===== config.mk =====
export PLATFORM = sky130hd
export DESIGN_NAME = cpu_exception_prioritizer
export DESIGN_NICKNAME = d
export VERILOG_FILES = /design/src/common/exc_pkg.sv /design/src/core/brk_matcher.sv /design/src/core/cpu_exception_prioritizer.sv /design/src/core/exc_priority.sv
export SDC_FILE = /design/constraint.sdc
export NUM_CORES = 1
export LEC_CHECK = 0
export BUFFER_PORTS_ARGS = -buffer_cell sky130_fd_sc_hd__buf_2
export CAP_MARGIN = 20
export CORE_MARGIN = 2
export CORE_UTILIZATION = 50
export CTS_BUF_LIST = sky130_fd_sc_hd__clkbuf_16
export DETAILED_ROUTE_END_ITERATION = 8
export GPL_ROUTABILITY_DRIVEN = 0
export PLACE_DENSITY_LB_ADDON = 0.1
export SLEW_MARGIN = 10
export SYNTH_ARGS = -nofsm -noshare
export SYNTH_HDL_FRONTEND = slang
export SYNTH_HIERARCHICAL = 1
export SYNTH_SLANG_ARGS = --single-unit

===== constraint.sdc =====
create_clock -name clk -period 4.3 [get_ports clk]
set_input_delay 0.645 -clock clk [delete_from_list [all_inputs] [get_ports clk]]
set_output_delay 0.645 -clock clk [all_outputs]
set_load 0.1 [all_outputs]

===== src/common/exc_pkg.sv =====
// shared constants and types of the exception prioritiser
package exc_pkg;

	// ==========================================================
	// exception kinds, index 0 is the most urgent
	localparam int EXC_N = 13;
	localparam int EXC_IDX_W = 4;
	localparam logic [3:0] EX_HRST = 4'h0;
	localparam logic [3:0] EX_SRST = 4'h1;
	localparam logic [3:0] EX_DSS = 4'h2;
	localparam logic [3:0] EX_DEBUG_INTERRUPT_EVENT = 4'h3;
	localparam logic [3:0] EX_NMI = 4'h4;
	localparam logic [3:0] EX_INT = 4'h5;
	localparam logic [3:0] EX_DIB = 4'h6;
	localparam logic [3:0] EX_DDB = 4'h7;
	localparam logic [3:0] EX_LOAD_MISALIGN_ERROR = 4'h8;
	localparam logic [3:0] EX_IBE = 4'h9;
	localparam logic [3:0] EX_DBP = 4'hA;
	localparam logic [3:0] EX_SYS = 4'hB;
	localparam logic [3:0] EX_BP = 4'hC;

	// ==========================================================
	// vectors and cause codes
	localparam logic [31:0] VEC_BOOT = 32'hBFC0_0000;
	localparam logic [31:0] VEC_DBG_NOPROBE = 32'hBFC0_0480;
	localparam logic [31:0] VEC_DBG_PROBE = 32'hBFC0_0200;
	localparam logic [31:0] GEN_OFFSET = 32'h0000_0180;
	localparam logic [31:0] INT_OFFSET = 32'h0000_0200;
	localparam logic [31:0] EXC_BASE_RST = 32'h8000_0000;
	localparam logic [31:0] EXC_BASE_MASK = 32'hFFFF_F000;
	localparam logic [4:0] CAUSE_INT = 5'h00;
	localparam logic [4:0] CAUSE_LOAD_MISALIGN_ERROR = 5'h04;
	localparam logic [4:0] CAUSE_IBE = 5'h06;
	localparam logic [4:0] CAUSE_SYS = 5'h08;
	localparam logic [4:0] CAUSE_BP = 5'h09;

	// ==========================================================
	// register byte offsets
	localparam logic [7:0] OFF_CTRL = 8'h00;
	localparam logic [7:0] OFF_BASE = 8'h04;
	localparam logic [7:0] OFF_FLAGS = 8'h08;
	localparam logic [7:0] OFF_VECTOR = 8'h0C;
	localparam logic [7:0] OFF_IRQ_STATUS = 8'h10;
	localparam logic [7:0] OFF_IRQ_MASK = 8'h14;
	localparam logic [3:0] PAGE_IBRK = 4'h2;
	localparam logic [3:0] PAGE_DBRK = 4'h3;
	localparam int NUM_IBRK = 4;
	localparam int NUM_DBRK = 2;
	localparam int BRK_IDX_W = 2;
	localparam int FLAG_BITS = 10;
	localparam int IPL_LSB = 10;

	// ==========================================================
	// types
	typedef enum logic [1:0] {
		BUS_IDLE = 2'b01,
		BUS_ACK = 2'b10
	} bus_state_t;

	typedef struct packed {
		logic int_enable;
		logic debug_break_request;
		logic probe_enable;
	} ctrl_t;

	typedef struct packed {
		logic [4:0] cause_code;
		logic [2:0] interrupt_priority_level;
		logic data_break_event;
		logic software_breakpoint_event;
		logic instruction_break_event;
		logic debug_interrupt_event;
		logic single_step_debug;
		logic exception_level_flag;
		logic nonmaskable_flag;
		logic soft_reset_flag;
		logic error_level_flag;
		logic boot_vector_select;
	} proc_flags_t;

	localparam proc_flags_t FLAGS_RST = 18'h00003;

	typedef struct packed {
		logic soft_reset_instr;
		logic single_step;
		logic nmi;
		logic int_req;
		logic [2:0] int_level;
		logic load_misalign_error;
		logic fetch_bus_error;
		logic debug_breakpoint_instruction;
		logic syscall_instr;
		logic break_instr;
		logic fetch_valid;
		logic [31:0] fetch_addr;
		logic data_valid;
		logic [31:0] data_addr;
	} exc_src_t;

	typedef struct packed {
		logic take;
		logic [3:0] kind;
		logic [31:0] vector;
	} exc_out_t;

endpackage


===== src/core/brk_matcher.sv =====
// bank of address breakpoints with a bus write and read port
`timescale 1ns/100ps
`default_nettype none
module brk_matcher #(
	parameter int N = 4,
	parameter int IDXW = 2
) (
	input wire logic clk,
	input wire logic srst,
	input wire logic wr_en,
	input wire logic [IDXW-1:0] wr_idx,
	input wire logic [31:0] wr_data,
	input wire logic [3:0] wr_be,
	input wire logic [IDXW-1:0] rd_idx,
	output logic [31:0] rd_data,
	input wire logic probe_valid,
	input wire logic [31:0] probe_addr,
	output logic hit
);
	if (N < 1 || N > (1 << IDXW)) begin : g_check
		$error("brk_matcher: N does not fit IDXW");
	end

	// bit 0 of each slot enables it; bits 31:1 hold the address
	logic [N-1:0][31:0] slot;
	logic [N-1:0][31:0] next_slot;
	logic [N-1:0] match;
	logic [31:0] mask;

	assign mask = {{8{wr_be[3]}}, {8{wr_be[2]}},
		{8{wr_be[1]}}, {8{wr_be[0]}}};

	genvar i;
	for (i = 0; i < N; i++) begin : g_slot
		assign match[i] = slot[i][0] && probe_valid &&
			(slot[i][31:1] == probe_addr[31:1]);
	end

	assign hit = |match;
	assign rd_data = slot[rd_idx];

	always_comb begin
		next_slot = slot;
		if (wr_en) begin
			next_slot[wr_idx] = (slot[wr_idx] & ~mask) |
				(wr_data & mask);
		end
	end

	always_ff @(posedge clk) begin
		if (srst) begin
			slot <= '0;
		end else begin
			slot <= next_slot;
		end
	end
endmodule
`default_nettype wire


===== src/core/cpu_exception_prioritizer.sv =====
// exception prioritiser: ranking, vectors, flags, register slave
//
// Added by the designer: the address map and register access over Avalon-MM.
`timescale 1ns/100ps
`default_nettype none
module cpu_exception_prioritizer #(
	parameter int IBRK_N = exc_pkg::NUM_IBRK,
	parameter int DBRK_N = exc_pkg::NUM_DBRK
) (
	input wire logic clk,
	input wire logic srst,
	input wire logic [7:0] avs_address,
	input wire logic avs_read,
	input wire logic avs_write,
	input wire logic [31:0] avs_writedata,
	input wire logic [3:0] avs_byteenable,
	output logic [31:0] avs_readdata,
	output logic avs_waitrequest,
	input wire logic master_clear_pin_n,
	input wire logic probe_break,
	input wire exc_pkg::exc_src_t src,
	output exc_pkg::exc_out_t exc,
	output exc_pkg::proc_flags_t flags,
	output logic irq
);
	if (IBRK_N < 1 || IBRK_N > 4 || DBRK_N < 1 || DBRK_N > 4)
	begin : g_check
		$error("breakpoint counts must lie in 1..4");
	end

	// ==========================================================
	// state
	localparam int CW = $bits(exc_pkg::ctrl_t);
	localparam int FW = $bits(exc_pkg::proc_flags_t);
	localparam logic [FW-1:0] FLAG_W1C = FW'((1 << exc_pkg::FLAG_BITS) - 1);

	typedef struct packed {
		exc_pkg::bus_state_t bus;
		logic [31:0] rdata;
		exc_pkg::ctrl_t ctrl;
		logic [31:0] exc_base;
		exc_pkg::proc_flags_t flags;
		logic [exc_pkg::EXC_N-1:0] irq_status;
		logic [exc_pkg::EXC_N-1:0] irq_mask;
		exc_pkg::exc_out_t exc;
		logic [2:0] master_clear_pin_sync;
	} state_t;

	state_t st;
	state_t next_st;

	logic req;
	logic acked;
	logic [7:0] word_off;
	logic [3:0] page;
	logic [31:0] wmask;
	logic [31:0] wbits;
	logic ibrk_wr;
	logic dbrk_wr;
	logic [31:0] ibrk_rd;
	logic [31:0] dbrk_rd;
	logic ibrk_hit;
	logic dbrk_hit;
	logic master_clear_pin_assert;
	logic int_ok;
	logic [exc_pkg::EXC_N-1:0] pend;
	logic pick_valid;
	logic [exc_pkg::EXC_IDX_W-1:0] pick;
	logic [31:0] dbg_vec;
	logic [31:0] gen_vec;
	logic [31:0] rd_mux;

	// ==========================================================
	// bus decode
	assign req = avs_read || avs_write;
	assign acked = (st.bus == exc_pkg::BUS_ACK);
	assign avs_waitrequest = req && !acked;
	assign avs_readdata = st.rdata;
	assign word_off = {avs_address[7:2], 2'b00};
	assign page = avs_address[7:4];
	assign wmask = {{8{avs_byteenable[3]}}, {8{avs_byteenable[2]}},
		{8{avs_byteenable[1]}}, {8{avs_byteenable[0]}}};
	assign wbits = avs_writedata & wmask;
	assign ibrk_wr = avs_write && acked &&
		(page == exc_pkg::PAGE_IBRK) &&
		(32'(avs_address[3:2]) < IBRK_N);
	assign dbrk_wr = avs_write && acked &&
		(page == exc_pkg::PAGE_DBRK) &&
		(32'(avs_address[3:2]) < DBRK_N);

	always_comb begin
		rd_mux = '0;
		case (word_off)
		exc_pkg::OFF_CTRL: rd_mux = 32'(st.ctrl);
		exc_pkg::OFF_BASE: rd_mux = st.exc_base;
		exc_pkg::OFF_FLAGS: rd_mux = 32'(st.flags);
		exc_pkg::OFF_VECTOR: rd_mux = st.exc.vector;
		exc_pkg::OFF_IRQ_STATUS: rd_mux = 32'(st.irq_status);
		exc_pkg::OFF_IRQ_MASK: rd_mux = 32'(st.irq_mask);
		default: begin
			if (page == exc_pkg::PAGE_IBRK &&
				32'(avs_address[3:2]) < IBRK_N) begin
				rd_mux = ibrk_rd;
			end else if (page == exc_pkg::PAGE_DBRK &&
				32'(avs_address[3:2]) < DBRK_N) begin
				rd_mux = dbrk_rd;
			end
		end
		endcase
	end

	// ==========================================================
	// breakpoints
	brk_matcher #(
		.N(IBRK_N),
		.IDXW(exc_pkg::BRK_IDX_W)
	) u_ibrk (
		.clk(clk),
		.srst(srst),
		.wr_en(ibrk_wr),
		.wr_idx(avs_address[3:2]),
		.wr_data(avs_writedata),
		.wr_be(avs_byteenable),
		.rd_idx(avs_address[3:2]),
		.rd_data(ibrk_rd),
		.probe_valid(src.fetch_valid),
		.probe_addr(src.fetch_addr),
		.hit(ibrk_hit)
	);

	brk_matcher #(
		.N(DBRK_N),
		.IDXW(exc_pkg::BRK_IDX_W)
	) u_dbrk (
		.clk(clk),
		.srst(srst),
		.wr_en(dbrk_wr),
		.wr_idx(avs_address[3:2]),
		.wr_data(avs_writedata),
		.wr_be(avs_byteenable),
		.rd_idx(avs_address[3:2]),
		.rd_data(dbrk_rd),
		.probe_valid(src.data_valid),
		.probe_addr(src.data_addr),
		.hit(dbrk_hit)
	);

	// ==========================================================
	// pending sources and ranking
	// bit 2 is the previous synchronised level, bit 1 the current
	assign master_clear_pin_assert = st.master_clear_pin_sync[2] && !st.master_clear_pin_sync[1];
	assign int_ok = src.int_req && st.ctrl.int_enable &&
		!st.flags.exception_level_flag &&
		!st.flags.error_level_flag &&
		(src.int_level > st.flags.interrupt_priority_level);

	always_comb begin
		pend = '0;
		pend[exc_pkg::EX_HRST] = master_clear_pin_assert;
		pend[exc_pkg::EX_SRST] = src.soft_reset_instr;
		pend[exc_pkg::EX_DSS] = src.single_step;
		pend[exc_pkg::EX_DEBUG_INTERRUPT_EVENT] = st.ctrl.debug_break_request;
		pend[exc_pkg::EX_NMI] = src.nmi;
		pend[exc_pkg::EX_INT] = int_ok;
		pend[exc_pkg::EX_DIB] = ibrk_hit;
		pend[exc_pkg::EX_DDB] = dbrk_hit;
		pend[exc_pkg::EX_LOAD_MISALIGN_ERROR] = src.load_misalign_error;
		pend[exc_pkg::EX_IBE] = src.fetch_bus_error;
		pend[exc_pkg::EX_DBP] = src.debug_breakpoint_instruction;
		pend[exc_pkg::EX_SYS] = src.syscall_instr;
		pend[exc_pkg::EX_BP] = src.break_instr;
	end

	exc_priority #(
		.N(exc_pkg::EXC_N),
		.W(exc_pkg::EXC_IDX_W)
	) u_prio (
		.req(pend),
		.valid(pick_valid),
		.idx(pick)
	);

	assign dbg_vec = st.ctrl.probe_enable ? exc_pkg::VEC_DBG_PROBE :
		exc_pkg::VEC_DBG_NOPROBE;
	assign gen_vec = st.exc_base + exc_pkg::GEN_OFFSET;

	// ==========================================================
	// next state
	always_comb begin
		next_st = st;
		next_st.exc.take = 1'b0;
		next_st.master_clear_pin_sync = {st.master_clear_pin_sync[1:0], master_clear_pin_n};

		// bus slave, writes land on the acknowledging edge
		case (st.bus)
		exc_pkg::BUS_IDLE: begin
			if (req) begin
				next_st.bus = exc_pkg::BUS_ACK;
				next_st.rdata = avs_read ? rd_mux : 32'h0000_0000;
			end
		end
		exc_pkg::BUS_ACK: begin
			next_st.bus = exc_pkg::BUS_IDLE;
			if (avs_write) begin
				case (word_off)
				exc_pkg::OFF_CTRL: begin
					next_st.ctrl = (st.ctrl & ~wmask[CW-1:0]) |
						wbits[CW-1:0];
				end
				exc_pkg::OFF_BASE: begin
					next_st.exc_base = ((st.exc_base & ~wmask) |
						wbits) & exc_pkg::EXC_BASE_MASK;
				end
				exc_pkg::OFF_FLAGS: begin
					next_st.flags = st.flags &
						~(wbits[FW-1:0] & FLAG_W1C);
					if (avs_byteenable[1]) begin
						next_st.flags.interrupt_priority_level =
							avs_writedata[exc_pkg::IPL_LSB +: 3];
					end
				end
				exc_pkg::OFF_IRQ_STATUS: begin
					next_st.irq_status = st.irq_status &
						~wbits[exc_pkg::EXC_N-1:0];
				end
				exc_pkg::OFF_IRQ_MASK: begin
					next_st.irq_mask = (st.irq_mask &
						~wmask[exc_pkg::EXC_N-1:0]) |
						wbits[exc_pkg::EXC_N-1:0];
				end
				default: begin
				end
				endcase
			end
		end
		default: next_st.bus = exc_pkg::BUS_IDLE;
		endcase

		// exception taken this cycle; hardware sets win over clears
		if (pick_valid) begin
			next_st.exc.take = 1'b1;
			next_st.exc.kind = pick;
			next_st.irq_status[pick] = 1'b1;
			case (pick)
			exc_pkg::EX_HRST: begin
				next_st.exc.vector = exc_pkg::VEC_BOOT;
				next_st.flags.boot_vector_select = 1'b1;
				next_st.flags.error_level_flag = 1'b1;
				next_st.flags.soft_reset_flag = 1'b0;
				next_st.flags.nonmaskable_flag = 1'b0;
			end
			exc_pkg::EX_SRST: begin
				next_st.exc.vector = exc_pkg::VEC_BOOT;
				next_st.flags.boot_vector_select = 1'b1;
				next_st.flags.soft_reset_flag = 1'b1;
				next_st.flags.error_level_flag = 1'b1;
			end
			exc_pkg::EX_DSS: begin
				next_st.exc.vector = dbg_vec;
				next_st.flags.single_step_debug = 1'b1;
			end
			exc_pkg::EX_DEBUG_INTERRUPT_EVENT: begin
				next_st.exc.vector = dbg_vec;
				next_st.flags.debug_interrupt_event = 1'b1;
				next_st.ctrl.debug_break_request = 1'b0;
			end
			exc_pkg::EX_NMI: begin
				next_st.exc.vector = exc_pkg::VEC_BOOT;
				next_st.flags.boot_vector_select = 1'b1;
				next_st.flags.nonmaskable_flag = 1'b1;
				next_st.flags.error_level_flag = 1'b1;
			end
			exc_pkg::EX_INT: begin
				next_st.exc.vector = st.exc_base + exc_pkg::INT_OFFSET;
				next_st.flags.cause_code = exc_pkg::CAUSE_INT;
				next_st.flags.interrupt_priority_level =
					src.int_level;
			end
			exc_pkg::EX_DIB: begin
				next_st.exc.vector = dbg_vec;
				next_st.flags.instruction_break_event = 1'b1;
			end
			exc_pkg::EX_DDB: begin
				next_st.exc.vector = dbg_vec;
				next_st.flags.data_break_event = 1'b1;
			end
			exc_pkg::EX_LOAD_MISALIGN_ERROR: begin
				next_st.exc.vector = gen_vec;
				next_st.flags.exception_level_flag = 1'b1;
				next_st.flags.cause_code = exc_pkg::CAUSE_LOAD_MISALIGN_ERROR;
			end
			exc_pkg::EX_IBE: begin
				next_st.exc.vector = gen_vec;
				next_st.flags.exception_level_flag = 1'b1;
				next_st.flags.cause_code = exc_pkg::CAUSE_IBE;
			end
			exc_pkg::EX_DBP: begin
				next_st.exc.vector = dbg_vec;
				next_st.flags.software_breakpoint_event = 1'b1;
			end
			exc_pkg::EX_SYS: begin
				next_st.exc.vector = gen_vec;
				next_st.flags.exception_level_flag = 1'b1;
				next_st.flags.cause_code = exc_pkg::CAUSE_SYS;
			end
			exc_pkg::EX_BP: begin
				next_st.exc.vector = gen_vec;
				next_st.flags.exception_level_flag = 1'b1;
				next_st.flags.cause_code = exc_pkg::CAUSE_BP;
			end
			default: begin
				next_st.exc.take = 1'b0;
			end
			endcase
		end

		// a fresh probe request is never lost to the consuming clear
		if (probe_break) begin
			next_st.ctrl.debug_break_request = 1'b1;
		end
	end

	// ==========================================================
	// registers and outputs
	always_ff @(posedge clk) begin
		if (srst) begin
			st.bus <= exc_pkg::BUS_IDLE;
			st.rdata <= '0;
			st.ctrl <= '0;
			st.exc_base <= exc_pkg::EXC_BASE_RST;
			st.flags <= exc_pkg::FLAGS_RST;
			st.irq_status <= '0;
			st.irq_mask <= '0;
			st.exc <= '0;
			st.master_clear_pin_sync <= 3'h7;
		end else begin
			st <= next_st;
		end
	end

	assign exc = st.exc;
	assign flags = st.flags;
	assign irq = |(st.irq_status & st.irq_mask);
endmodule
`default_nettype wire


===== src/core/exc_priority.sv =====
// fixed-priority picker, lowest index wins
`timescale 1ns/100ps
`default_nettype none
module exc_priority #(
	parameter int N = 13,
	parameter int W = 4
) (
	input wire logic [N-1:0] req,
	output logic valid,
	output logic [W-1:0] idx
);
	if (N < 2 || N > (1 << W)) begin : g_check
		$error("exc_priority: N does not fit W");
	end

	always_comb begin
		valid = |req;
		idx = '0;
		for (int i = N - 1; i >= 0; i--) begin
			if (req[i]) begin
				idx = W'(i);
			end
		end
	end
endmodule
`default_nettype wire


==> run metrics, run 1 <==
nets@finish=~2100; CTS tree=built; unrepaired setup endpoints after global routing=false; total gr overflow=0; Port Buffer Count=203; DRC=0; CTS Buf Count=38; Routed WL=between 50000 and 60000 um; flop-to-flop setup slack=between 0.7 and 0.8 ns; syn_area_per_cell=approximately 9.6 um2; multi-input logic area=approximately 10000 um2; Die W=195.0 um; vias=~15000; hold endpoint=next_st[1]; Cell Pwr Density=between 300 and 400 nW/um2; root buf cell=clkbuf_16; largest area contributor in the netlist=dfxtp_1; H-tree depth=2; Die Y=just under 200 um; max-cap viol count=0; Non-Filler Instances=between 2000 and 2500; first-pass GRT wire length=between 80000 and 90000 um; gr usage total=30.72%; Cell Rows=69; Worst-Skew Late Latency=0.54 ns; Seq/Total Area, Yosys=~36%; DR WL/cell=between 20 and 25 um; number of placed cells counting well taps=roughly 2400; Die ar.=between 30000 and 40000 um2; initial DRC count=~1500; CP Max Fanout=11; Fin Setup TNS=0 ns; Hold Fails Final Rpt=0; Synthesis Warnings=6; arrival time at the worst endpoint=between 3 and 4 ns; Detail Route Antenna Nets=0; CP Launch Type=flip-flop; Synth Register Bits=between 300 and 400; FF/Latch Area=roughly 6500 um2; Gate Count Post-Synth=roughly 1900; Power, Total=between 0.007 and 0.008 W; first drt pass iteration count=8; Final Critical Period=3.525 ns; Worst EP required=approximately 4.7 ns; Area contributors post-synth=dfxtp_1 36%, mux4_2 7.9%, a211oi_1 5.4%; Hold-fix buffers, CTS=0; Unique masters post-synth=between 70 and 80; Synth async-reset ratio=0%; Hold Path Class=in2reg; Initial Util=between 50 and 60%; r2r worst-path depth=11; Post-synth EDFFs=0; clk_skew=0.01527 ns; clock-pin slew on the worst setup and hold paths=0.06 ns; Yosys top cell area share=35.56%; synthesized area=18240 um2; cell with the most instances after synthesis=dfxtp_1; Worst VDD drop=a little over 0.3 mV; largest net degree at the start of global routing=94; outcome=finished clean; Tightest Pin Transition=around 1.0 ns; top post-synthesis cells by count=324 x dfxtp_1, 227 x nor2_1, 132 x a211oi_1; number of global-route vias before repair=approximately 14000; # Post-CTS Setup Buffers=0; Slew Viols, Final=0; IO Count=around 220; Synth Flop Type=dfxtp_1; crit end category=flip-flop; Synth-to-Final Area Change=9.528%; R2R Path End=exc[24]; Crit Reg-Reg Startpoint=u_ibrk/slot[57]; post-DP HPWL=around 44000 um; hold_sp=master_clear_pin_n; worst-case clock buffer depth=3; Worst Hold Depth=2; Crit Path Category=reg2reg; leakage power=between 7 and 8 nW; Slew headroom=31.51%; Max Freq=283.7 MHz; share of layout cells above drive strength 1=about 22%; WHS=0.3054 ns; # fillers=roughly 3300; # setup viols final=0; initial antenna violation count=1; Final Cycle Share=between 80 and 90%; Core Box Area=between 30000 and 40000 um2; Sink Count=about 320; post_cts resized=0; routed vias/inst=approximately 6
==> metrics by stage <==
step	cell area [um2]	utilization [%]	setup WS, ns
finish	19980	55.90	0.7751
global route	19980	55.89	0.4940
CTS	19980	55.89	0.8849
detailed placement	18750	52.45	0.4460
global placement	18750	52.45	0.4474
floorplan	18270	-	1.155
==> kinds of logic (layout without fill, tap and decap cells) <==
family                     Yosys count  count (layout)  synth area share (%)
adders and majority gates            3               3                0.2058
DFF                                324             324                 35.56
other                                1              10               0.02056
AOI/OAI and AO/OA                  386             386                 15.56
buffers and inverters              277             333                 8.389
xor gates and xnor gates           186             186                 8.931
and+or+nand+nor                    515             515                 13.64
muxes                              207             207                 17.69
==> layer usage <==
| metal | track usage (%) | up-vias | part of all wire [%] |
|---|---|---|---|
| li1 | - | 6917 | - |
| met2 | 48.15 | 652 | 45 |
| met1 | 42.20 | 7170 | 43 |
| met3 | 4.940 | 138 | 7.0 |
| met4 | 13.03 | 2 | 4.4 |
| met5 | 0 | - | 0.022 |
==> cell usage in the layout, fill, tap and decap left out, types with 64 or more instances in the layout <==
master    instances
buf_2           200
xnor2_1          84
a21oi_1          67
dfxtp_1         324
xor2_1          102
mux2i_1          85
a211oi_1        132
nand2_1         116
nor2_1          227
mux4_2           64
==> worst max-delay path by stage <==
stage,from,endpoint,slack (ns)
global placement,src[39],exc[20],0.45
CTS,u_ibrk/slot[70],exc[24],0.88
floorplan,src[39],exc[14],1.15
finish,u_ibrk/slot[57],exc[24],0.78
detailed placement,src[39],exc[24],0.45
global route,u_ibrk/slot[70],exc[18],0.49
==> flip-flops by register name (all words and copies together) (netlist names) <==
name,flops
u_ibrk/slot,128
u_dbrk/slot,64
st,51
flags,17
exc,29
avs_readdata,32
next_st,2
pend,1
==> layout make-up <==
class	instances	share of cell area, %
multi-input combinational	1306	51.49
clock inverter	25	1.027
tap	461	2.887
timing repair buffer	231	6.306
inverter	36	0.6764
sequential	324	32.46
clock buffer	41	5.135
antenna	1	0.01253
==> critical path, stage by stage (launching register included) <==
cell,delay [ns]
dfxtp_1,0.38
xor2_1,0.37
nor4_1,0.14
nand4_1,0.13
nand4_1,0.37
nor4_1,0.56
nor3b_2,0.34
buf_4,0.23
nand2b_1,0.12
nand3_1,0.15
nand2_1,0.27
o221a_2,0.33
==> power by group <==
part           switching [W]  leakage, nW  total (W)  internal, W
sequential         0.0000296         2.62    0.00306      0.00303
combinational       0.000667         4.11   0.000911     0.000244
clock                0.00128        0.633    0.00323      0.00194
total                0.00198         7.36    0.00720      0.00522
Note: power is estimated with default switching activity, not from simulation.
==> run 2, diff against run 1 <==
==> constraint.sdc (replaced) <==
create_clock -name clk -period 3.1 [get_ports clk]
set_input_delay 0.465 -clock clk [delete_from_list [all_inputs] [get_ports clk]]
set_output_delay 0.465 -clock clk [all_outputs]
set_load 0.1 [all_outputs]
==> run metrics, run 2 (synthesis results as in run 1) <==
met2 usage=49.26% (+1.1 points); CP Max Fanout=6 (-5); Hold-fix buffers, CTS=0 (unchanged); Internal Dissipation=0.007156 W (+37%); outcome=complete, but fails checks; Sw Ratio=28.08% (+0.59 points); number of placed cells counting well taps=2464 (+4.5%); clk_skew=0.03082 ns (+0.01554 ns); H-tree depth=2 (unchanged); setup ws final=-0.0006297 ns (-0.7757 ns); Die ar.=38030 um2 (unchanged); gr busiest metal=met2; commonest cells after routing, fill and taps aside=317 x dfxtp_1, 225 x nor2_1, 200 x buf_2; number of global-route vias before repair=14640 (+4.6%); first drt pass iteration count=5 (-3); Worst VDD drop=0.3651 mV (+20%); Worst-Skew Late Latency=0.56 ns (+0.02 ns); crit end category=flip-flop; first-pass GRT wire length=90930 um (+2.5%); nets@finish=2175 (+5.2%); Port Buffer Count=203 (unchanged); worst-case clock buffer depth=3 (unchanged); post-DP HPWL=45160 um (+2.9%); Diodes inserted=0 (-1); IO Count=217 (unchanged); max reg flops=128 (unchanged); Crit Path Category=reg2reg; Clock Power Share=43.5% (-1.3 points); gr usage total=31.40% (+0.68 points); arrival time at the worst endpoint=3.49 ns (-0.45 ns); Slew headroom=31.70% (+0.19 points); unrepaired setup endpoints after global routing=true; Sink Count=324 (unchanged); DRC=0 (unchanged); share of layout cells above drive strength 1=28.72% (+6.6 points); Final Cycle Share=100.0% (+18 points); vias=15620 (+5.0%); Synth-to-Final Area Change=15.88%; Cell Rows=69 (unchanged); Hold Path Class=in2reg; met3 Use GR=3.955% (-0.98 points); initial DRC count=1437 (-1.6%); Cell Pwr Density=470.7 nW/um2 (+31%); Final Critical Period=3.101 ns (-0.4243 ns); failing checks=setup timing; Initial Util=51.04% (unchanged); Detail Route Antenna Nets=0 (unchanged); routed vias/inst=6.167 (+0.52%); # setup viols final=1 (+1); CTS tree=built; Non-Filler Instances=2533 (+4.5%); Die W=195.0 um (unchanged); NetSw=0.002794 W (+41%); met1 Track Usage GR=43.06% (+0.86 points); root buf cell=clkbuf_16; DP Worst Slack=-0.4348 ns (-0.8808 ns); Worst EP required=3.49 ns (-1.23 ns); Worst Hold Depth=2 (unchanged); Slew Viols, Final=0 (unchanged); biggest regs=u_ibrk/slot (128), u_dbrk/slot (64), st (51); Max Freq=322.5 MHz (+14%); Tightest Pin Transition=1.025 ns (-0.002838 ns); Core Box Area=35740 um2 (unchanged); DR WL/cell=24.23 um (-1.7%); CP Launch Type=flip-flop; initial antenna violation count=1 (unchanged); Flop pwr share=42.7% (+0.2 points); total gr overflow=0 (unchanged); r2r worst-path depth=15 (+4); combinational group share of total power=13.8% (+1.1 points); Fin Setup TNS=-0.0006297 ns (-0.0006297 ns); most common library cell in the layout ignoring fill and taps=dfxtp_1; largest net degree at the start of global routing=190 (+100%); clock-pin slew on the worst setup and hold paths=0.06 ns (about the same); Routed WL=61370 um (+2.7%); Hold Fails Final Rpt=0 (unchanged); CTS Buf Count=37 (-2.6%); Largest Register=u_ibrk/slot; Die Y=195.0 um (unchanged); leakage power=8.008 nW (+8.7%); max-cap viol count=0 (unchanged); Finished Core Util=59.14% (+3.2 points)
## run 2: cell types whose count changed in the layout (fill, tap and decap cells not counted), moves of 7 or more
cell,delta
buf_4,+94
xnor2_1,-12
xnor2_2,+12
buf_12,+9
nor4_1,-9
nor4_2,+8
dfxtp_1,-7
dfxtp_2,+7
## run 2: power by group through the flow
stage | Combinational [W] | Clock, W | Sequential [W]
6_report | 0.00138 | 0.00432 | 0.00425
5_1_grt | 0.00144 | 0.00456 | 0.00425
4_1_cts | 0.00134 | 0.00437 | 0.00425
3_5_place_dp | 0.00133 | 0 | 0.00434
3_3_place_gp | 0.00132 | 0 | 0.00434
2_1_floorplan | 0.000899 | 0 | 0.00432
## run 2: routing by layer
metal  vias up  wire (um)
li1       7143          -
met3       140       4487
met2       773      27700
met5         -         13
met1      7564      26160
met4         2       3009
## run 2: metrics by stage
stage	power (W)	hold WS (ns)	instance area [um2]
3_3_place_gp	0.005661	0.4104	19650
2_1_floorplan	0.005223	0.3895	18270
6_report	0.009950	0.1207	21140
5_1_grt	0.01024	0.1074	21140
4_1_cts	0.009961	0.1003	20880
3_5_place_dp	0.005669	0.3953	19650
## run 2: what timing repair did
| action | CTS | global route |
|---|---|---|
| gates resized for setup | 7 | 54 |
| setup endpoints to repair | 34 | 46 |
| buffers inserted | 0 | 1 |
| gates cloned | 0 | 1 |
| pin swaps | 0 | 20 |
## run 2: path summary, 6_finish.rpt
check,from,endpoint,slack [ns]
worst max-delay path,u_ibrk/slot[57],exc[19],-0.0006
worst min-delay path,master_clear_pin_n,next_st[1],0.12
worst max register to register,u_ibrk/slot[57],exc[19],-0.0006
worst min register to register,next_st[1],next_st[2],0.42
## run 2: worst max-delay path, cell delays in order, from the launching register on
cell,delay [ns]
dfxtp_1,0.34
xor2_1,0.17
buf_4,0.15
nor4_1,0.40
nand4_1,0.14
nand4_1,0.18
buf_6,0.17
inv_2,0.04
a21oi_2,0.10
o21ai_1,0.07
o31a_1,0.33
o211ai_1,0.28
nand2_2,0.15
buf_6,0.17
a32oi_1,0.16
nor2_1,0.06
## run 2: cell type report
type                    instances  area, um2
repair buffers                339       2202
well taps                     461      576.8
fillers                      3183      14600
inverters                      36      135.1
flip-flops and latches        324       6495
clock buffers                  39      975.9
multi-input cells            1306      10550
clock inverters                28      206.4
